$ cat config.mk
export PLATFORM = sky130hd
export DESIGN_NAME = fscr_top
export DESIGN_NICKNAME = d
export VERILOG_FILES = /design/src/fscr_pkg.sv /design/src/fscr_top.sv
export VERILOG_INCLUDE_DIRS = /design/src /design/src/src
export SDC_FILE = /design/constraint.sdc
export NUM_CORES = 1
export LEC_CHECK = 0
export BUFFER_PORTS_ARGS = -buffer_cell sky130_fd_sc_hd__buf_2
export CAP_MARGIN = 20
export CORE_MARGIN = 3
export CORE_UTILIZATION = 48
export DETAILED_ROUTE_END_ITERATION = 12
export PLACE_DENSITY = 0.72
export SYNTH_ARGS = -nofsm -noshare
export SYNTH_HDL_FRONTEND = slang
export SYNTH_SLANG_ARGS = --single-unit
$ cat constraint.sdc
create_clock -name i_ref_clk -period 5.1 [get_ports i_ref_clk]
set_input_delay 0.51 -clock i_ref_clk [delete_from_list [all_inputs] [get_ports i_ref_clk]]
set_output_delay 0.51 -clock i_ref_clk [all_outputs]
set_load 0.1 [all_outputs]
$ cat src/fscr_regs.svh
// Offsets, field positions, reset values and timing counts of the status register bank.
`ifndef FSCR_REGS_SVH
`define FSCR_REGS_SVH

// ****************************************************************
// Status word selectors
// ****************************************************************
`define FSCR_SEL_ONE        2'h0
`define FSCR_SEL_TWO        2'h1
`define FSCR_SEL_THREE      2'h2

// ****************************************************************
// Field positions within each 8-bit status word
// ****************************************************************
`define FSCR_W1_BUSY        0
`define FSCR_W1_WEL         1
`define FSCR_W1_RANGE_LO    2
`define FSCR_W1_TB          5
`define FSCR_W1_SEC         6
`define FSCR_W1_GUARD       7
`define FSCR_W2_LOCKDOWN    0
`define FSCR_W2_QE          1
`define FSCR_W2_OTP_LO      3
`define FSCR_W2_INVERT      6
`define FSCR_W2_SUS         7
`define FSCR_W3_WPS         2
`define FSCR_W3_DRV_LO      5
`define FSCR_W3_ROLE        7

// ****************************************************************
// Reset values and counts
// ****************************************************************
`define FSCR_RANGE_RST      3'h0
`define FSCR_OTP_RST        3'h0
`define FSCR_DRV_RST        2'h3
`define FSCR_SR_WRITE_CYC   8
`define FSCR_BLOCK_LOCKS    62
`define FSCR_OP_SUSPEND     8'h75
`define FSCR_OP_RESUME      8'h7A
`define FSCR_OP_ENTER_QUAD  8'h38

`endif

$ cat src/fscr_pkg.sv
// Types shared by the status register bank and its surroundings.
package fscr_pkg;

  // ****************************************************************
  // Decoded instruction kinds
  // ****************************************************************
  typedef enum logic [3:0] {
    FSCR_READ_SR,
    FSCR_WRITE_SR,
    FSCR_WRITE_ENABLE,
    FSCR_WRITE_DISABLE,
    FSCR_PROGRAM,
    FSCR_ERASE,
    FSCR_OTP_OP,
    FSCR_SUSPEND,
    FSCR_RESUME,
    FSCR_ENTER_QUAD,
    FSCR_EXIT_QUAD,
    FSCR_SOFT_RESET,
    FSCR_BLOCK_LOCK,
    FSCR_BLOCK_UNLOCK
  } fscr_kind_t;

  typedef struct packed {
    logic       valid;
    fscr_kind_t kind;
    logic [1:0] sel;
    logic [7:0] data;
    logic [5:0] index;
  } fscr_cmd_t;

  typedef struct packed {
    logic       busy;
    logic       write_enable_latch;
    logic       paused;
    logic       quad_mode;
    logic [2:0] range;
    logic       from_bottom;
    logic       sectors;
    logic       invert;
    logic       area_scheme;
    logic       lock_scheme;
    logic [2:0] otp_locks;
    logic [6:0] drive_pct;
    logic       guard_pin_en;
    logic       pause_en;
    logic       reset_en;
    logic       lanes23_data;
  } fscr_cfg_t;

endpackage : fscr_pkg

$ cat src/fscr_top.sv
// Status and configuration register bank of a serial flash device.
//
// Overview of operation
// RULE_01: Busy flag reads 1 during program, erase, status write or security-area operations.
// RULE_02: While busy, only status reads and suspend instructions are accepted.
// RULE_03: Write enable instruction sets the write enable latch.
// RULE_04: Latch clears at power-up, write disable, program, erase, status or security writes.
// RULE_05: Three range bits are writable by status write, default zero, nothing protected.
// RULE_06: Direction bit zero protects from top, one from bottom.
// RULE_07: Granularity bit one selects 4KB sectors, zero selects 64KB blocks.
// RULE_08: Invert bit swaps protected and unprotected regions, default zero.
// RULE_09: Lockdown and guard mode both zero: status writes need only the latch.
// RULE_10: Guard mode one refuses status writes while the guard pin is low.
// RULE_11: Lockdown one refuses all status writes until the next power cycle.
// RULE_12: Guard pin gates status writes only outside four-lane operation.
// RULE_13: Suspend sets the paused flag; resume or power cycle clears it.
// RULE_14: Three one-time area locks, settable individually, never clearable; reset clears them to zero.
// RULE_15: Four-lane enable turns guard and pause pins into data lanes.
// RULE_16: Entering four-lane command mode is ignored unless four-lane enable is set.
// RULE_17: In four-lane command mode a status write cannot clear four-lane enable.
// RULE_18: Scheme select zero uses range fields, one uses individual block locks.
// RULE_19: All individual block locks become 1 at power-on and every reset.
// RULE_20: Drive level decodes 00,01,10,11 to 100,75,50,25 percent, default 11.
// RULE_21: Shared pin is pause when role is zero, reset when one, lanes off.
// RULE_22: Reserved status bits written as zero have no effect.
`timescale 1ns/1ps
`include "fscr_regs.svh"

module fscr_top
  import fscr_pkg::*;
#(
  parameter int SR_WRITE_CYC = `FSCR_SR_WRITE_CYC,
  parameter int BLOCK_LOCKS  = `FSCR_BLOCK_LOCKS
) (
  input  wire logic                   i_ref_clk,
  input  wire logic                   i_nrst,
  input  wire fscr_cmd_t              i_cmd,
  input  wire logic                   i_op_done,
  input  wire logic                   i_write_guard_pin,
  output logic                        o_rd_valid,
  output logic [7:0]                  o_rd_data,
  output logic                        o_cmd_taken,
  output fscr_cfg_t                   o_cfg,
  output logic [BLOCK_LOCKS-1:0]      o_block_locks
);

  // ****************************************************************
  // Register fields
  // ****************************************************************
  logic       busy, write_enable_latch, paused, quad_mode, array_op, pend_wr;
  logic       tb, sec, guard_mode, invert, lockdown, qe, guard_scheme_select, pin_role;
  logic       guard_meta, guard_sync;
  logic [1:0] drv, pend_sel;
  logic [2:0] range, otp_locks;
  logic [7:0] pend_data, wr_cnt;

  // ****************************************************************
  // Decoding helpers
  // ****************************************************************
  function automatic logic [6:0] drive_pct(input logic [1:0] lvl);
    logic [6:0] pct;
    pct = 7'h19;
    // RULE_20 drive level decode
    unique case (lvl)
      2'h0: pct = 7'h64;
      2'h1: pct = 7'h4B;
      2'h2: pct = 7'h32;
      2'h3: pct = 7'h19;
    endcase
    return pct;
  endfunction : drive_pct

  function automatic logic [7:0] status_word(input logic [1:0] sel);
    logic [7:0] w;
    w = 8'h00;
    // RULE_22 reserved bits read zero
    unique case (sel)
      `FSCR_SEL_ONE: begin
        w[`FSCR_W1_BUSY]                     = busy;
        w[`FSCR_W1_WEL]                      = write_enable_latch;
        w[`FSCR_W1_RANGE_LO+2:`FSCR_W1_RANGE_LO] = range;
        w[`FSCR_W1_TB]                       = tb;
        w[`FSCR_W1_SEC]                      = sec;
        w[`FSCR_W1_GUARD]                    = guard_mode;
      end
      `FSCR_SEL_TWO: begin
        w[`FSCR_W2_LOCKDOWN]                 = lockdown;
        w[`FSCR_W2_QE]                       = qe;
        w[`FSCR_W2_OTP_LO+2:`FSCR_W2_OTP_LO] = otp_locks;
        w[`FSCR_W2_INVERT]                   = invert;
        w[`FSCR_W2_SUS]                      = paused;
      end
      `FSCR_SEL_THREE: begin
        w[`FSCR_W3_WPS]                      = guard_scheme_select;
        w[`FSCR_W3_DRV_LO+1:`FSCR_W3_DRV_LO] = drv;
        w[`FSCR_W3_ROLE]                     = pin_role;
      end
      default: w = 8'h00;
    endcase
    return w;
  endfunction : status_word

  // ****************************************************************
  // Acceptance of instructions and guard pin synchroniser
  // ****************************************************************
  logic cmd_ok, pin_gates, sr_wr_ok, is_kind_wr;

  always_comb begin
    // RULE_02 busy filter
    cmd_ok = i_cmd.valid &&
             (!busy || i_cmd.kind == FSCR_READ_SR || i_cmd.kind == FSCR_SUSPEND);
    // RULE_12 pin gates standard and dual only
    pin_gates = !qe && !quad_mode;
    // RULE_09 RULE_10 RULE_11 status write guard
    sr_wr_ok = write_enable_latch && !lockdown && !(guard_mode && pin_gates && !guard_sync) &&
               (i_cmd.sel != 2'h3);
    is_kind_wr = cmd_ok && i_cmd.kind == FSCR_WRITE_SR;
  end

  always_ff @(posedge i_ref_clk) begin
    if (!i_nrst) begin
      guard_meta <= 1'b1;
      guard_sync <= 1'b1;
    end else begin
      guard_meta <= i_write_guard_pin;
      guard_sync <= guard_meta;
    end
  end

  // ****************************************************************
  // Busy, suspend, status write timing and write enable latch
  // ****************************************************************
  always_ff @(posedge i_ref_clk) begin
    if (!i_nrst) begin
      busy      <= 1'b0;
      paused    <= 1'b0;
      array_op  <= 1'b0;
      pend_wr   <= 1'b0;
      pend_sel  <= 2'h0;
      pend_data <= 8'h00;
      wr_cnt    <= 8'h00;
    end else if (cmd_ok && i_cmd.kind == FSCR_SOFT_RESET) begin
      busy     <= 1'b0;
      paused   <= 1'b0;
      array_op <= 1'b0;
      pend_wr  <= 1'b0;
    end else begin
      pend_wr <= 1'b0;
      if (busy && (!array_op || paused)) begin
        // RULE_01 status write completes after its count
        if (wr_cnt == 8'(SR_WRITE_CYC - 1)) begin
          busy    <= 1'b0;
          pend_wr <= 1'b1;
        end else begin
          wr_cnt <= wr_cnt + 8'h01;
        end
      end else if (busy && i_op_done) begin
        busy     <= 1'b0;
        array_op <= 1'b0;
      end
      if (cmd_ok) begin
        unique case (i_cmd.kind)
          FSCR_PROGRAM, FSCR_ERASE, FSCR_OTP_OP: begin
            // RULE_01 busy during array operations
            if (write_enable_latch && !paused) begin
              busy     <= 1'b1;
              array_op <= 1'b1;
            end
          end
          FSCR_WRITE_SR: begin
            if (sr_wr_ok) begin
              busy      <= 1'b1;
              wr_cnt    <= 8'h00;
              pend_sel  <= i_cmd.sel;
              pend_data <= i_cmd.data;
            end
          end
          FSCR_SUSPEND: begin
            // RULE_13 suspend pauses an array operation
            if (busy && array_op) begin
              busy   <= 1'b0;
              paused <= 1'b1;
            end
          end
          FSCR_RESUME: begin
            // RULE_13 resume clears paused flag
            if (paused) begin
              paused <= 1'b0;
              busy   <= 1'b1;
            end
          end
          default: ;
        endcase
      end
    end
  end

  always_ff @(posedge i_ref_clk) begin
    if (!i_nrst) begin
      // RULE_04 cleared at power-up
      write_enable_latch <= 1'b0;
    end else if (cmd_ok) begin
      unique case (i_cmd.kind)
        // RULE_03 write enable sets latch
        FSCR_WRITE_ENABLE: write_enable_latch <= 1'b1;
        // RULE_04 cleared by disable and writes
        FSCR_WRITE_DISABLE, FSCR_SOFT_RESET: write_enable_latch <= 1'b0;
        FSCR_PROGRAM, FSCR_ERASE, FSCR_OTP_OP: write_enable_latch <= write_enable_latch & paused;
        FSCR_WRITE_SR: write_enable_latch <= write_enable_latch & !sr_wr_ok;
        default: ;
      endcase
    end
  end

  // ****************************************************************
  // Configuration fields, applied when a status write completes
  // ****************************************************************
  always_ff @(posedge i_ref_clk) begin
    if (!i_nrst) begin
      // RULE_05 RULE_06 RULE_07 RULE_08 factory defaults
      range      <= `FSCR_RANGE_RST;
      tb         <= 1'b0;
      sec        <= 1'b0;
      guard_mode <= 1'b0;
      invert     <= 1'b0;
      // RULE_11 power cycle releases lockdown
      lockdown   <= 1'b0;
      otp_locks  <= `FSCR_OTP_RST;
      qe         <= 1'b0;
      guard_scheme_select        <= 1'b0;
      drv        <= `FSCR_DRV_RST;
      pin_role   <= 1'b0;
    end else if (pend_wr) begin
      unique case (pend_sel)
        `FSCR_SEL_ONE: begin
          // RULE_05 range bits writable
          range      <= pend_data[`FSCR_W1_RANGE_LO+2:`FSCR_W1_RANGE_LO];
          tb         <= pend_data[`FSCR_W1_TB];
          sec        <= pend_data[`FSCR_W1_SEC];
          guard_mode <= pend_data[`FSCR_W1_GUARD];
        end
        `FSCR_SEL_TWO: begin
          lockdown  <= pend_data[`FSCR_W2_LOCKDOWN];
          // RULE_17 four-lane mode holds enable
          qe        <= pend_data[`FSCR_W2_QE] | (qe & quad_mode);
          // RULE_14 one-time locks only set
          otp_locks <= otp_locks | pend_data[`FSCR_W2_OTP_LO+2:`FSCR_W2_OTP_LO];
          invert    <= pend_data[`FSCR_W2_INVERT];
        end
        `FSCR_SEL_THREE: begin
          guard_scheme_select      <= pend_data[`FSCR_W3_WPS];
          drv      <= pend_data[`FSCR_W3_DRV_LO+1:`FSCR_W3_DRV_LO];
          pin_role <= pend_data[`FSCR_W3_ROLE];
        end
        default: ;
      endcase
    end
  end

  // ****************************************************************
  // Four-lane command mode and individual block locks
  // ****************************************************************
  always_ff @(posedge i_ref_clk) begin
    if (!i_nrst) begin
      quad_mode <= 1'b0;
    end else if (cmd_ok && i_cmd.kind == FSCR_ENTER_QUAD) begin
      // RULE_16 entry needs four-lane enable
      if (qe) begin
        quad_mode <= 1'b1;
      end
    end else if (cmd_ok && (i_cmd.kind == FSCR_EXIT_QUAD || i_cmd.kind == FSCR_SOFT_RESET)) begin
      quad_mode <= 1'b0;
    end
  end

  always_ff @(posedge i_ref_clk) begin
    // RULE_19 all locks set at power-on and soft reset
    if (!i_nrst || (cmd_ok && i_cmd.kind == FSCR_SOFT_RESET)) begin
      o_block_locks <= '1;
    end else if (cmd_ok && int'(i_cmd.index) < BLOCK_LOCKS) begin
      if (i_cmd.kind == FSCR_BLOCK_LOCK) begin
        o_block_locks[i_cmd.index] <= 1'b1;
      end else if (i_cmd.kind == FSCR_BLOCK_UNLOCK) begin
        o_block_locks[i_cmd.index] <= 1'b0;
      end
    end
  end

  // ****************************************************************
  // Status read port, acknowledge and decoded configuration outputs
  // ****************************************************************
  always_ff @(posedge i_ref_clk) begin
    if (!i_nrst) begin
      o_rd_valid  <= 1'b0;
      o_rd_data   <= 8'h00;
      o_cmd_taken <= 1'b0;
    end else begin
      o_rd_valid  <= cmd_ok && i_cmd.kind == FSCR_READ_SR;
      // RULE_16 refused entry is not taken
      o_cmd_taken <= cmd_ok && (!is_kind_wr || sr_wr_ok) &&
                     !(i_cmd.kind == FSCR_ENTER_QUAD && !qe);
      if (cmd_ok && i_cmd.kind == FSCR_READ_SR) begin
        o_rd_data <= status_word(i_cmd.sel);
      end
    end
  end

  always_ff @(posedge i_ref_clk) begin
    if (!i_nrst) begin
      o_cfg <= '0;
    end else begin
      o_cfg.busy         <= busy;
      o_cfg.write_enable_latch          <= write_enable_latch;
      o_cfg.paused       <= paused;
      o_cfg.quad_mode    <= quad_mode;
      o_cfg.range        <= range;
      // RULE_06 direction select
      o_cfg.from_bottom  <= tb;
      // RULE_07 sector or block units
      o_cfg.sectors      <= sec;
      // RULE_08 invert the region
      o_cfg.invert       <= invert;
      // RULE_18 protection scheme choice
      o_cfg.area_scheme  <= !guard_scheme_select;
      o_cfg.lock_scheme  <= guard_scheme_select;
      o_cfg.otp_locks    <= otp_locks;
      o_cfg.drive_pct    <= drive_pct(drv);
      // RULE_15 pins become data lanes
      o_cfg.lanes23_data <= qe;
      o_cfg.guard_pin_en <= !qe;
      // RULE_21 shared pin role
      o_cfg.pause_en     <= !qe && !pin_role;
      o_cfg.reset_en     <= !qe && pin_role;
    end
  end

endmodule : fscr_top

Word-level counts from Yosys, hierarchy flattened
Index checks and enable logic that the tools add are counted.
- logic and storage cells: 179
- output and inout bits: 98
- register bits: 140
- add/subtract/negate cells: 1
- bitwise gates (word level): 11
- mux-type cells: 35
- $lt $le $gt $ge: 3
- reduce and logical (&&, ||, !) cells: 63
- equal/unequal tests: 24
- operators with widths (cell ; count):
    62-bit 2-to-1 mux ; 2
    62-bit bitwise AND ; 1
    62-bit inverter ; 1
    62-bit bitwise OR ; 1
    8-bit 2-to-1 mux ; 5
    7-bit one-hot mux with 4 select lines ; 1
    4-bit == test, second input constant ; 6
    1-bit logical AND ; 23
    1-bit 2-to-1 mux ; 19
    4-bit by 3-bit == test with 1-bit output, second input constant ; 4
    1-bit zero test ; 14
    2-bit AND reduction ; 6
    3-bit one-hot mux with 3 select lines ; 1
    8-bit by 1-bit adder with 8-bit output, second input constant ; 1
    2-bit == test, second input constant ; 4
    4-bit by 2-bit == test with 1-bit output, second input constant ; 2
    8-bit by 3-bit == test with 1-bit output, second input constant ; 1
    1-bit one-hot mux with 4 select lines ; 2
    2-bit one-hot mux with 2 select lines ; 2
    6-bit by 7-bit less-than comparator with 1-bit output, second input constant ; 1
    1-bit demux with 6-bit select ; 1
    2-bit by 1-bit == test with 1-bit output, second input constant ; 3
    6-bit by 1-bit >= comparator with 1-bit output, second input constant ; 1
    2-bit zero test ; 3
    other kinds (17) ; 32

Depth between registers and ports, before layout
Gate-level depths: netlist of the first run.
- depth in word-level cells: 10
- mapped depth: 7

Worst setup path before layout of the first run
OpenSTA, ideal clock, no wires.
- path kind: input port to flip-flop
- start: input port i_cmd[16] (netlist bit)
- end: register array_op
- slack: 3.117 ns
- data arrival time: 1.913 ns
- buffers on the path: 0
- stages: 4
- setup time: 0.070 ns
- path through: or4_4 > a31o_1 > or4b_1 > a21oi_1
- word-level cells in the longest chain between the ends: 6
- elaborated cells between the ends (all ways): 14
- RTL lines (what ; line ; RTL):
    start: declaration ; fscr_top.sv:37 ; input wire fscr_cmd_t i_cmd,
    parallel branches: the longest is 6 deep, another holds 4-bit by 3-bit == test with 1-bit output ; - ;
    end signal: assignment ; fscr_top.sv:137 ; array_op <= 1'b0;
    end signal: assignment ; fscr_top.sv:145 ; array_op <= 1'b0;
    end signal: assignment ; fscr_top.sv:159 ; array_op <= 1'b0;
    end: declaration ; fscr_top.sv:50 ; logic busy, write_enable_latch, paused, quad_mode, array_op, pend_wr;
Several ways; the timed one is not identified.
A chain may end at the register's enable or synchronous reset.

==> results of run 1 <==
[per-stage QoR]
stage	worst slack (ns)	hold WS [ns]	power (W)	cells
2_1_floorplan	3.12	0.386	0.00122	608
3_3_place_gp	2.45	0.397	0.00125	825
6_report	2.78	0.277	0.00239	860
5_1_grt	2.61	0.283	0.00247	860
4_1_cts	2.58	0.265	0.00240	859
3_5_place_dp	2.46	0.395	0.00125	827
[cell usage in the layout, fill, tap and decap left out, types with 3 or more instances in the layout]
cell	count
sky130_fd_sc_hd__ha_1	5
sky130_fd_sc_hd__inv_1	20
sky130_fd_sc_hd__nor3b_1	8
sky130_fd_sc_hd__and2_1	15
sky130_fd_sc_hd__clkbuf_8	3
sky130_fd_sc_hd__o21ai_0	19
sky130_fd_sc_hd__clkinv_2	3
sky130_fd_sc_hd__or3_1	7
sky130_fd_sc_hd__buf_4	13
sky130_fd_sc_hd__nand3b_1	4
sky130_fd_sc_hd__nor2_1	41
sky130_fd_sc_hd__nand3_1	16
sky130_fd_sc_hd__nand4_1	6
sky130_fd_sc_hd__a31oi_1	58
sky130_fd_sc_hd__clkbuf_16	17
sky130_fd_sc_hd__o31ai_1	3
sky130_fd_sc_hd__nor4b_1	3
sky130_fd_sc_hd__a21oi_1	27
sky130_fd_sc_hd__mux2i_1	19
sky130_fd_sc_hd__nand2b_1	6
sky130_fd_sc_hd__and3_1	5
sky130_fd_sc_hd__or2_2	3
sky130_fd_sc_hd__clkinvlp_4	4
sky130_fd_sc_hd__dfxtp_1	139
sky130_fd_sc_hd__a21o_1	3
sky130_fd_sc_hd__nor3_1	15
sky130_fd_sc_hd__a211oi_1	60
sky130_fd_sc_hd__nor2b_1	3
sky130_fd_sc_hd__buf_2	122
sky130_fd_sc_hd__nand4b_1	3
sky130_fd_sc_hd__nor4_2	7
sky130_fd_sc_hd__nand2_1	27
[worst reg2reg max path: stages (launching register included)]
cell	delay, ns
sky130_fd_sc_hd__dfxtp_1	0.53
sky130_fd_sc_hd__nand4b_2	0.50
sky130_fd_sc_hd__nor4_2	0.65
sky130_fd_sc_hd__buf_4	0.29
sky130_fd_sc_hd__a211oi_1	0.09
sky130_fd_sc_hd__a31oi_1	0.18
[final timing paths]
check                             start               endpoint  slack [ns]  depth (start not counted)
setup / recovery        busy$_SDFF_PP0_                   flop        2.78                          5
hold / removal        i_write_guard_pin  guard_meta$_SDFF_PN1_        0.28                          2
setup reg to reg        busy$_SDFF_PP0_                   flop        2.78                          5
hold reg to reg   guard_meta$_SDFF_PN1_  guard_sync$_SDFF_PN1_        0.41                          1
[logic make-up (layout without fill, tap and decap cells)]
kind of cell | after synthesis | after routing | synth area share
compound gates | 187 | 187 | 0.220
xor+xnor | 1 | 1 | 0.00155
fa+ha+maj | 5 | 5 | 0.0111
buf+inv | 77 | 189 | 0.0571
flops | 139 | 139 | 0.494
mux | 19 | 19 | 0.0337
simple gates | 180 | 180 | 0.183
[per-layer routing]
metal  global-route usage  vias to the layer above  part of all wire
li1                     -                     2456                 -
met2                0.362                      173              0.49
met4               0.0808                        0             0.016
met1                0.285                     2420              0.44
met3               0.0486                       18             0.057
met5                    0                        -                 0
[power by group]
part / switching [W] / internal, W / leakage (nW)
logic: 0.000108 / 0.0000292 / 1.23
clock network: 0.000455 / 0.000707 / 0.268
registers: 0.00000249 / 0.00109 / 1.12
[area by class of cell]
class	instances	area, µm²
well taps	140	175
flip-flops and latches	139	2780
clock inverters	10	92.6
multi-input cells	392	2560
inverters	21	78.8
repair buffers	136	716
clock buffers	22	474
fillers	942	4300
==> impl_summary.txt, run 1 <==
----------------------------------------------------
[Global route]
  Initial antenna violation count ... 0
  Wire length of the first global-routing pass ... 23,100 µm
  Via count of the first global-routing pass ... 4,617
  Total overflow reported by the global router ... 0
  Total global-route track usage ... 0.220
  Largest net degree at the start of global routing ... 63

[Status]
  Outcome ... finished, final reports clean

[Critical path]
  Worst path buffer plus inverter count ... 1
  CP Cell Sequence ... nand4b_2 -> nor4_2 -> buf_4 -> a211oi_1 -> a31oi_1
  Required @ worst endpoint ... 5.43 ns
  Critical Path AT ... 2.66 ns
  Largest fanout on the critical path ... 20
  Kind of end point of the critical path ... flop
  Kind of cell adding the most delay to the critical path ... simple AND/OR/NAND/NOR gates
  Worst-path cell with the longest stage delay ... sky130_fd_sc_hd__nor4_2
  Type of the setup path with the least slack ... flop to flop
  Worst stage delay on the critical path ... 0.65 ns
  Kind of start point of the critical path ... flop

[Final layout]
  Number of antenna diodes ... 0
  Total number of nets in the final design ... 737
  Layout Cell Area excl Fill ... 6880 µm²
  Fraction of the core area covered by cells at the end of the flow ... 0.615
  Area growth, synth to finish ... 22.0%
  Ratio of cells with drive above 1 in the final layout ... 0.253

[Synthesis]
  Yosys synthesis warning count ... 0
  Distinct cell type count of the synthesized netlist ... 50
  Count of mapped cells out of synthesis ... 608
  Cell type with the largest total area after synthesis ... sky130_fd_sc_hd__dfxtp_1
  Most instantiated cells after synthesis ... 139 x sky130_fd_sc_hd__dfxtp_1, 60 x sky130_fd_sc_hd__a211oi_1, 58 x sky130_fd_sc_hd__a31oi_1
  Proportion of synthesized chip area in sequential cells ... 0.494
  Per-instance average area after synthesis ... 9.27 µm²
  Synth Cell Area ... 5640 µm²
  Async SR Flop Fraction ... 0
  Number of flops mapped to enable cells by yosys ... 0
  Share of Yosys cell area claimed by the top area cell type ... 0.494
  Yosys reg bits ... 139
  Number of nets produced by synthesis ... 638
  Synth area leaders ... sky130_fd_sc_hd__dfxtp_1 49%, sky130_fd_sc_hd__a211oi_1 8.0%, sky130_fd_sc_hd__a31oi_1 6.4%
  Count leader, synth ... sky130_fd_sc_hd__dfxtp_1
  Commonest register cell after synthesis ... sky130_fd_sc_hd__dfxtp_1

[Clock network]
  Inserted Clock Buffers ... 17
  Max Root-Sink Buffers ... 2
  Buffer count from post-CTS setup fixing ... 0
  Clock Latency Late Sink ... 0.41 ns
  TritonCTS clock tree ... built
  Total clock sinks ... 139
  Deepest level of the CTS H-tree ... 4
  Number of buffers inserted for hold repair after clock tree synthesis ... 0
  Root Buffer Master ... sky130_fd_sc_hd__clkbuf_16
  # resized after CTS ... 0
  Clock-pin slew of the registers on the worst-case setup and hold paths ... 0.06 ns

[Floorplan]
  Core Area ... 11,200 µm²
  Die outline width ... 114 µm
  Overall die area ... 13,100 µm²
  Vertical die dimension ... 114 µm
  Initial Utilization ... 0.504
  # IOs ... 123
  Floorplan row count ... 38

[Timing]
  RSZ-0062 raised after global routing ... no
  Final count of negative-setup-slack endpoints ... 0
  Count of endpoints failing hold in the final timing report ... 0
  Final number of max-transition violations ... 0
  Fmax ... 430 MHz
  Transition time at the pin with the least slew margin ... 1.02 ns
  Final sum of negative setup slack ... 0 ns
  Relative slew margins ... 0.318
  Final period demand of the worst path ... 2.32 ns
  Period utilization ... 0.456
  Worst setup skew after layout ... 0.00672 ns

[Pwr]
  Worst ir drop on vdd ... 357 µV
  PD cells ... 348 nW/µm²
  Leak pwr ... 2.62 nW

[Place]
  Placed cell areas ... 6300 µm²
  Number of buffers added on ports ... 122
  Estimated wirelength of the detail-placed design ... 9840 µm
  Placer congestion estimate ... 0.863

[Detailed routing]
  Residual DRC count ... 0
  Per-cell via count in the routed design ... 5.89
  Overall via count from detail_route ... 5,067
  Detailed-router iteration count before antenna repair ... 5
  Final routed wire length divided by cell count ... 16.7 µm
  Violation count after the first detailed-route iteration ... 464
  Post-DRT Antenna Nets ... 0
  Total wire length ... 14,300 µm

[Flow run]
  Max_cap viols ... 0

[Hold path]
  Hold WC Path Type ... input port to flop

----------------------------------------------------
Note: power is estimated with default switching activity, not from simulation.
==> run 2: changes to the inputs <==
Clock period 5.1 ns to 2.2 ns, I/O delays scaled along.
==> run 2 against run 1 <==
Worst setup slack worse by 2.4 ns. Die area stayed put. Clock skew is 0.0017 ns higher. Total power is 140% higher. Sequential share of layout area is 1.3 points lower. Wire length is 3.0% higher. Non-clock buffer count is 19 higher. Clock power grew to 2.6 times the previous value. Count of clock-buffer cells in the layout stayed put. Final cell count is 2.2% higher. Via count is 2.4% higher. Fmax is 30% higher. Critical path type unchanged. Largest power group unchanged.
==> impl_summary.txt, run 2 (synthesis results as in run 1) <==
----------------------------------------------------
[Critical path]
  Worst path buffer plus inverter count ... 1 (unchanged)
  Kind of cell adding the most delay to the critical path ... simple AND/OR/NAND/NOR gates (unchanged)
  Origin of the critical flop-to-flop path ... quad_mode$_SDFFE_PN0P_ (was busy$_SDFF_PP0_)
  Worst stage delay on the critical path ... 0.58 ns (was 0.65 ns)
  Worst-path cell with the longest stage delay ... sky130_fd_sc_hd__or4b_1 (was sky130_fd_sc_hd__nor4_2)
  CP Cell Sequence ... or4b_1 -> nand4_1 -> a311oi_1 -> buf_4 -> o41ai_1 (was nand4b_2 -> nor4_2 -> buf_4 -> a211oi_1 -> a31oi_1)
  Critical Path AT ... 2.10 ns (was 2.66 ns)
  Kind of start point of the critical path ... flop (unchanged)
  Required @ worst endpoint ... 2.51 ns (was 5.43 ns)
  Reg-to-Reg End ... wr_cnt[5]$_SDFFE_PN0N_
  FF-to-FF path depth ... 5 (unchanged)
  Largest fanout on the critical path ... 4 (was 20)
  Type of the setup path with the least slack ... flop to flop (unchanged)
  Kind of end point of the critical path ... flop (unchanged)
  FF-to-FF setup slack ... 0.41 ns (was 2.78 ns)

[Pwr]
  Worst ir drop on vdd ... 821 µV (was 357 µV)
  PD cells ... 823 nW/µm² (was 348 nW/µm²)
  Leak pwr ... 2.76 nW (was 2.62 nW)

[Hold path]
  Cell depth of the worst hold path ... 3 (was 2)
  Hold WC Path Type ... input port to flop (unchanged)
  WHS Endpoint ... pend_data[2]$_SDFFE_PN0P_ (was guard_meta$_SDFF_PN1_)
  Beginning of the worst hold path ... i_cmd[8] (was i_write_guard_pin)

[Clock network]
  Max Root-Sink Buffers ... 2 (unchanged)
  Inserted Clock Buffers ... 17 (unchanged)
  Buffer count from post-CTS setup fixing ... 0 (unchanged)
  Root Buffer Master ... sky130_fd_sc_hd__clkbuf_16 (unchanged)
  Total clock sinks ... 139 (unchanged)
  Clock-pin slew of the registers on the worst-case setup and hold paths ... 0.06 ns (about the same)
  # resized after CTS ... 0 (unchanged)
  Clock Latency Late Sink ... 0.41 ns (about the same)
  TritonCTS clock tree ... built (unchanged)
  Deepest level of the CTS H-tree ... 4 (unchanged)

[Floorplan]
  # IOs ... 123 (unchanged)
  Vertical die dimension ... 114 µm (unchanged)
  Floorplan row count ... 38 (unchanged)
  Core Area ... 11,200 µm² (unchanged)
  Overall die area ... 13,100 µm² (unchanged)
  Initial Utilization ... 0.504 (unchanged)
  Die outline width ... 114 µm (unchanged)

[Place]
  Dpl cells ... 846 (was 827)
  Placer congestion estimate ... 0.825 (was 0.863)
  Placed cell areas ... 6470 µm² (was 6300 µm²)
  Estimated wirelength of the detail-placed design ... 10,300 µm (was 9840 µm)
  Worst slack at placement ... 0.236 ns (was 2.46 ns)
  Number of buffers added on ports ... 122 (unchanged)

[Flow run]
  Max_cap viols ... 0 (unchanged)

[Final layout]
  Total number of nets in the final design ... 756 (was 737)
  Layout Cells excl Fill ... 879 (was 860)
  Most frequent standard cell in the layout excluding fill and tap cells ... sky130_fd_sc_hd__dfxtp_1 (unchanged)
  Layout Cell Area excl Fill ... 7100 µm² (was 6880 µm²)
  Ratio of cells with drive above 1 in the final layout ... 0.272 (was 0.253)
  Fraction of the core area covered by cells at the end of the flow ... 0.635 (was 0.615)
  Area growth, synth to finish ... 26.0% (was 22.0%)
  Highest-count cells in the layout ignoring fill and taps ... 139 x sky130_fd_sc_hd__dfxtp_1, 122 x sky130_fd_sc_hd__buf_2, 60 x sky130_fd_sc_hd__a211oi_1 (unchanged)
  Number of antenna diodes ... 0 (unchanged)

[Global route]
  Initial antenna violation count ... 0 (unchanged)
  Total overflow reported by the global router ... 0 (unchanged)
  Largest net degree at the start of global routing ... 63 (unchanged)
  Total global-route track usage ... 0.227 (was 0.220)
  Wire length of the first global-routing pass ... 23,700 µm (was 23,100 µm)
  Via count of the first global-routing pass ... 4,830 (was 4,617)

[Timing]
  Period utilization ... 0.814 (was 0.456)
  Final sum of negative setup slack ... 0 ns (unchanged)
  Final count of negative-setup-slack endpoints ... 0 (unchanged)
  Relative slew margins ... 0.620 (was 0.318)
  Worst setup skew after layout ... 0.00838 ns (was 0.00672 ns)
  Worst Setup Slack, final ... 0.409 ns (was 2.78 ns)
  Final number of max-transition violations ... 0 (unchanged)
  RSZ-0062 raised after global routing ... no (unchanged)
  Fmax ... 558 MHz (was 430 MHz)
  Count of endpoints failing hold in the final timing report ... 0 (unchanged)
  Transition time at the pin with the least slew margin ... 0.562 ns (was 1.02 ns)
  Final period demand of the worst path ... 1.79 ns (was 2.32 ns)

[Detailed routing]
  Residual DRC count ... 0 (unchanged)
  Final routed wire length divided by cell count ... 16.8 µm (was 16.7 µm)
  Met2 routed wirelength ... 7110 µm (was 7050 µm)
  Total wire length ... 14,800 µm (was 14,300 µm)
  Post-DRT Antenna Nets ... 0 (unchanged)
  Met1 routed wirelength after detailed routing ... 6360 µm (was 6250 µm)
  Overall via count from detail_route ... 5,188 (was 5,067)
  Detail Route met3 WL ... 949 µm (was 818 µm)
  Per-cell via count in the routed design ... 5.90 (was 5.89)
  Violation count after the first detailed-route iteration ... 503 (was 464)
  Highest routed layer ... met4 (unchanged)
  Detailed-router iteration count before antenna repair ... 5 (unchanged)

[Status]
  Outcome ... finished, final reports clean (unchanged)

----------------------------------------------------
==> run 2: worst register-to-register path: cells and delay by family, from the launching register on <==
family,cells,cell delay [ns]
simple gates,2,0.78
flops,1,0.34
buf+inv,1,0.17
compound gates,2,0.41
==> run 2: final cells by class <==
cell class,instances,area [µm²]
clock inverters,10,138
fillers,915,4070
repair buffers,155,886
inverters,21,78.8
well taps,140,175
flip-flops and latches,139,2780
multi-input cells,392,2560
clock buffers,22,484
==> run 2: per-stage QoR <==
step / hold WS (ns) / power (W)
after global routing: 0.0502 / 0.00601
final: 0.0590 / 0.00584
after floorplan: 0.321 / 0.00282
after global placement: 0.399 / 0.00292
after CTS: 0.0364 / 0.00588
after detailed placement: 0.399 / 0.00293
==> run 2: power breakdown <==
group	internal, W	switching (W)	leakage (nW)	total, W
sequential	0.00253	0.00000452	1.12	0.00253
clock	0.00190	0.00106	0.303	0.00296
combinational	0.0000881	0.000259	1.33	0.000347
==> run 2: worst max-delay path by stage <==
stage / startpoint / slack [ns] / cells past startpoint / end
3_3_place_gp: i_cmd[16] / 0.28 / 6 / wr_cnt[2]$_SDFFE_PN0N_
4_1_cts: quad_mode$_SDFFE_PN0P_ / 0.41 / 5 / wr_cnt[5]$_SDFFE_PN0N_
2_1_floorplan: i_cmd[16] / 0.51 / 4 / array_op$_SDFF_PP0_
6_report: quad_mode$_SDFFE_PN0P_ / 0.41 / 5 / wr_cnt[5]$_SDFFE_PN0N_
5_1_grt: quad_mode$_SDFFE_PN0P_ / 0.31 / 5 / wr_cnt[3]$_SDFFE_PN0N_
3_5_place_dp: i_cmd[16] / 0.24 / 6 / wr_cnt[2]$_SDFFE_PN0N_
==> run 2: metal layers <==
metal,vias up,track usage
met2,221,0.362
met4,0,0.108
met5,-,0
li1,2491,-
met3,27,0.0502
met1,2449,0.294
==> run 2: repair_timing <==
| item | 4_1_cts | 5_1_grt |
|---|---|---|
| endpoints found under the setup margin | 0 | 0 |
| hold endpoints to repair | 1 | 0 |
| hold buffers | 1 | 0 |
==> run 3: changes to the inputs <==
Clock period 2.2 ns to 1.65 ns, I/O delays scaled along.
==> run 3 against run 2 <==
Hold slack worse by 0.041 ns. Sequential share of layout area shrank 2.1 points. Via count grew 2.5%. Count of clock-buffer cells in the layout grew 1. Final cell count rose by 3.6%. Fmax grew 13%. Critical path depth stayed put. Sequential power up 34%. Total power up 33%. Design area grew 5.6%. Global-route usage grew 0.68 points. Register-to-register slack lost 0.35 ns. Critical path type unchanged. Largest power group unchanged.
==> impl_summary.txt, run 3 (synthesis results as in run 1) <==
----------------------------------------------------
[Timing]
  Fmax ... 629 MHz (was 558 MHz)
  Period utilization ... 0.963 (was 0.814)
  Final number of max-transition violations ... 0 (unchanged)
  Transition time at the pin with the least slew margin ... 0.547 ns (was 0.562 ns)
  Count of endpoints failing hold in the final timing report ... 0 (unchanged)
  Final count of negative-setup-slack endpoints ... 0 (unchanged)
  Worst setup skew after layout ... 0.00634 ns (was 0.00838 ns)
  Worst Setup Slack, final ... 0.0607 ns (was 0.409 ns)
  Hold WS ... 0.0178 ns (was 0.0590 ns)
  Final period demand of the worst path ... 1.59 ns (was 1.79 ns)
  Relative slew margins ... 0.635 (was 0.620)

[Clock network]
  Inserted Clock Buffers ... 17 (unchanged)
  Clock Latency Late Sink ... 0.42 ns (was 0.41 ns)
  Total clock sinks ... 139 (unchanged)
  TritonCTS clock tree ... built (unchanged)
  Clock-pin slew of the registers on the worst-case setup and hold paths ... 0.06 ns (about the same)
  Deepest level of the CTS H-tree ... 4 (unchanged)
  Max Root-Sink Buffers ... 2 (unchanged)
  Root Buffer Master ... sky130_fd_sc_hd__clkbuf_16 (unchanged)

[Floorplan]
  Floorplan row count ... 38 (unchanged)
  Initial Utilization ... 0.504 (unchanged)
  Die outline width ... 114 µm (unchanged)
  Vertical die dimension ... 114 µm (unchanged)
  Overall die area ... 13,100 µm² (unchanged)
  # IOs ... 123 (unchanged)
  Core Area ... 11,200 µm² (unchanged)

[Pwr]
  Leak pwr ... 2.97 nW (was 2.76 nW)
  Worst ir drop on vdd ... 1160 µV (was 821 µV)
  Final Power ... 0.00777 W (was 0.00584 W)
  PD cells ... 1040 nW/µm² (was 823 nW/µm²)

[Final layout]
  Highest-count cells in the layout ignoring fill and taps ... 138 x sky130_fd_sc_hd__dfxtp_1, 125 x sky130_fd_sc_hd__buf_2, 59 x sky130_fd_sc_hd__a211oi_1 (was 139 x sky130_fd_sc_hd__dfxtp_1, 122 x sky130_fd_sc_hd__buf_2, 60 x sky130_fd_sc_hd__a211oi_1)
  Total number of nets in the final design ... 788 (was 756)
  Number of antenna diodes ... 0 (unchanged)
  Most frequent standard cell in the layout excluding fill and tap cells ... sky130_fd_sc_hd__dfxtp_1 (unchanged)
  Ratio of cells with drive above 1 in the final layout ... 0.316 (was 0.272)
  Filler cells ... 898 (was 915)
  Area growth, synth to finish ... 33.0% (was 26.0%)
  Layout Cells excl Fill ... 911 (was 879)

[Critical path]
  FF-to-FF setup slack ... 0.06 ns (was 0.41 ns)
  Kind of end point of the critical path ... flop (unchanged)
  Origin of the critical flop-to-flop path ... write_enable_latch$_SDFFE_PN0P_ (was quad_mode$_SDFFE_PN0P_)
  Kind of start point of the critical path ... flop (unchanged)
  Type of the setup path with the least slack ... flop to flop (unchanged)
  Critical Path AT ... 1.88 ns (was 2.10 ns)
  Reg-to-Reg End ... wr_cnt[7]$_SDFFE_PN0N_ (was wr_cnt[5]$_SDFFE_PN0N_)
  FF-to-FF path depth ... 5 (unchanged)
  Required @ worst endpoint ... 1.94 ns (was 2.51 ns)
  Largest fanout on the critical path ... 5 (was 4)

[Place]
  Worst slack at placement ... -0.116 ns (was 0.236 ns)
  Estimated wirelength of the detail-placed design ... 10,500 µm (was 10,300 µm)
  Dpl cells ... 869 (was 846)
  Placer congestion estimate ... 0.886 (was 0.825)
  Number of buffers added on ports ... 122 (unchanged)

[Global route]
  Total global-route track usage ... 0.234 (was 0.227)
  Largest net degree at the start of global routing ... 63 (unchanged)
  Wire length of the first global-routing pass ... 24,400 µm (was 23,700 µm)
  Initial antenna violation count ... 0 (unchanged)
  Total overflow reported by the global router ... 0 (unchanged)
  Via count of the first global-routing pass ... 4,977 (was 4,830)

[Status]
  Outcome ... finished, final reports clean (unchanged)

[Hold path]
  Cell depth of the worst hold path ... 3 (unchanged)
  WHS Endpoint ... pend_data[2]$_SDFFE_PN0P_ (unchanged)
  Beginning of the worst hold path ... i_cmd[8] (unchanged)
  Hold WC Path Type ... input port to flop (unchanged)

[Detailed routing]
  Residual DRC count ... 0 (unchanged)
  Detailed-router iteration count before antenna repair ... 6 (was 5)
  Violation count after the first detailed-route iteration ... 445 (was 503)
  Post-DRT Antenna Nets ... 0 (unchanged)
  Total wire length ... 15,600 µm (was 14,800 µm)
  Per-cell via count in the routed design ... 5.84 (was 5.90)
  Overall via count from detail_route ... 5,318 (was 5,188)
  Final routed wire length divided by cell count ... 17.2 µm (was 16.8 µm)

[Flow run]
  Max_cap viols ... 0 (unchanged)

----------------------------------------------------
-- run 3: cell types whose count changed in the layout (fill, tap and decap cells not counted), sizes merged --
cell | previous run | this run
clkinv | 5 | 3
clkinvlp | 2 | 4
bufinv | 3 | 2
dlygate4sd3 | 1 | 5
clkbuf | 22 | 23
buf | 154 | 182
-- run 3: routing by layer --
layer	track usage	share of wire	up-vias
met2	0.396	0.50	180
li1	-	-	2557
met4	0.0998	0.022	0
met3	0.0513	0.059	30
met1	0.288	0.42	2551
met5	0	0	-
-- run 3: critical path, stage by stage, from the launching register on --
cell,delay [ns]
sky130_fd_sc_hd__dfxtp_1,0.42
sky130_fd_sc_hd__nor2b_2,0.21
sky130_fd_sc_hd__nand4_1,0.15
sky130_fd_sc_hd__buf_4,0.19
sky130_fd_sc_hd__a311oi_4,0.35
sky130_fd_sc_hd__o31ai_1,0.13
-- run 3: final cells by class --
| cell class | count | area [µm²] | area share |
|---|---|---|---|
| flip-flops and latches | 139 | 2780 | 0.371 |
| well taps | 140 | 175 | 0.0234 |
| multi-input cells | 392 | 2670 | 0.356 |
| clock inverters | 9 | 109 | 0.0145 |
| inverters | 21 | 78.8 | 0.0105 |
| clock buffers | 23 | 508 | 0.0678 |
| repair buffers | 187 | 1180 | 0.157 |
-- run 3: worst max path at each step --
stage / startpoint / end / cells after the start
after floorplan: busy$_SDFF_PP0_ / flop / 5
after global placement: i_cmd[16] / array_op$_SDFF_PP0_ / 5
after detailed placement: i_cmd[16] / array_op$_SDFF_PP0_ / 5
after CTS: quad_mode$_SDFFE_PN0P_ / wr_cnt[3]$_SDFFE_PN0N_ / 6
after global routing: busy$_SDFF_PP0_ / flop / 6
final: write_enable_latch$_SDFFE_PN0P_ / wr_cnt[7]$_SDFFE_PN0N_ / 5
-- run 3: power breakdown --
group	internal, W	switching [W]
clock	0.00246	0.00141
combinational	0.000148	0.000364
sequential	0.00337	0.00000704
-- run 3: stage by stage --
step                 util  TNS (ns)  area (µm²)
detailed placement  0.597     -2.44        6670
global placement    0.597    -0.582        6670
floorplan               -    -0.319        5640
global route        0.671   -0.0153        7500
finish              0.671         0        7500
CTS                 0.660  -0.00722        7370
-- run 3: timing repair --
action                                  4_1_cts  5_1_grt
endpoints found under the setup margin        7       32
endpoints found under the hold margin         5        0
cloned                                        0        3
hold buffers                                  5        0
buffers inserted                              2        2
resized for setup                             5       28
pin swaps                                     2        7
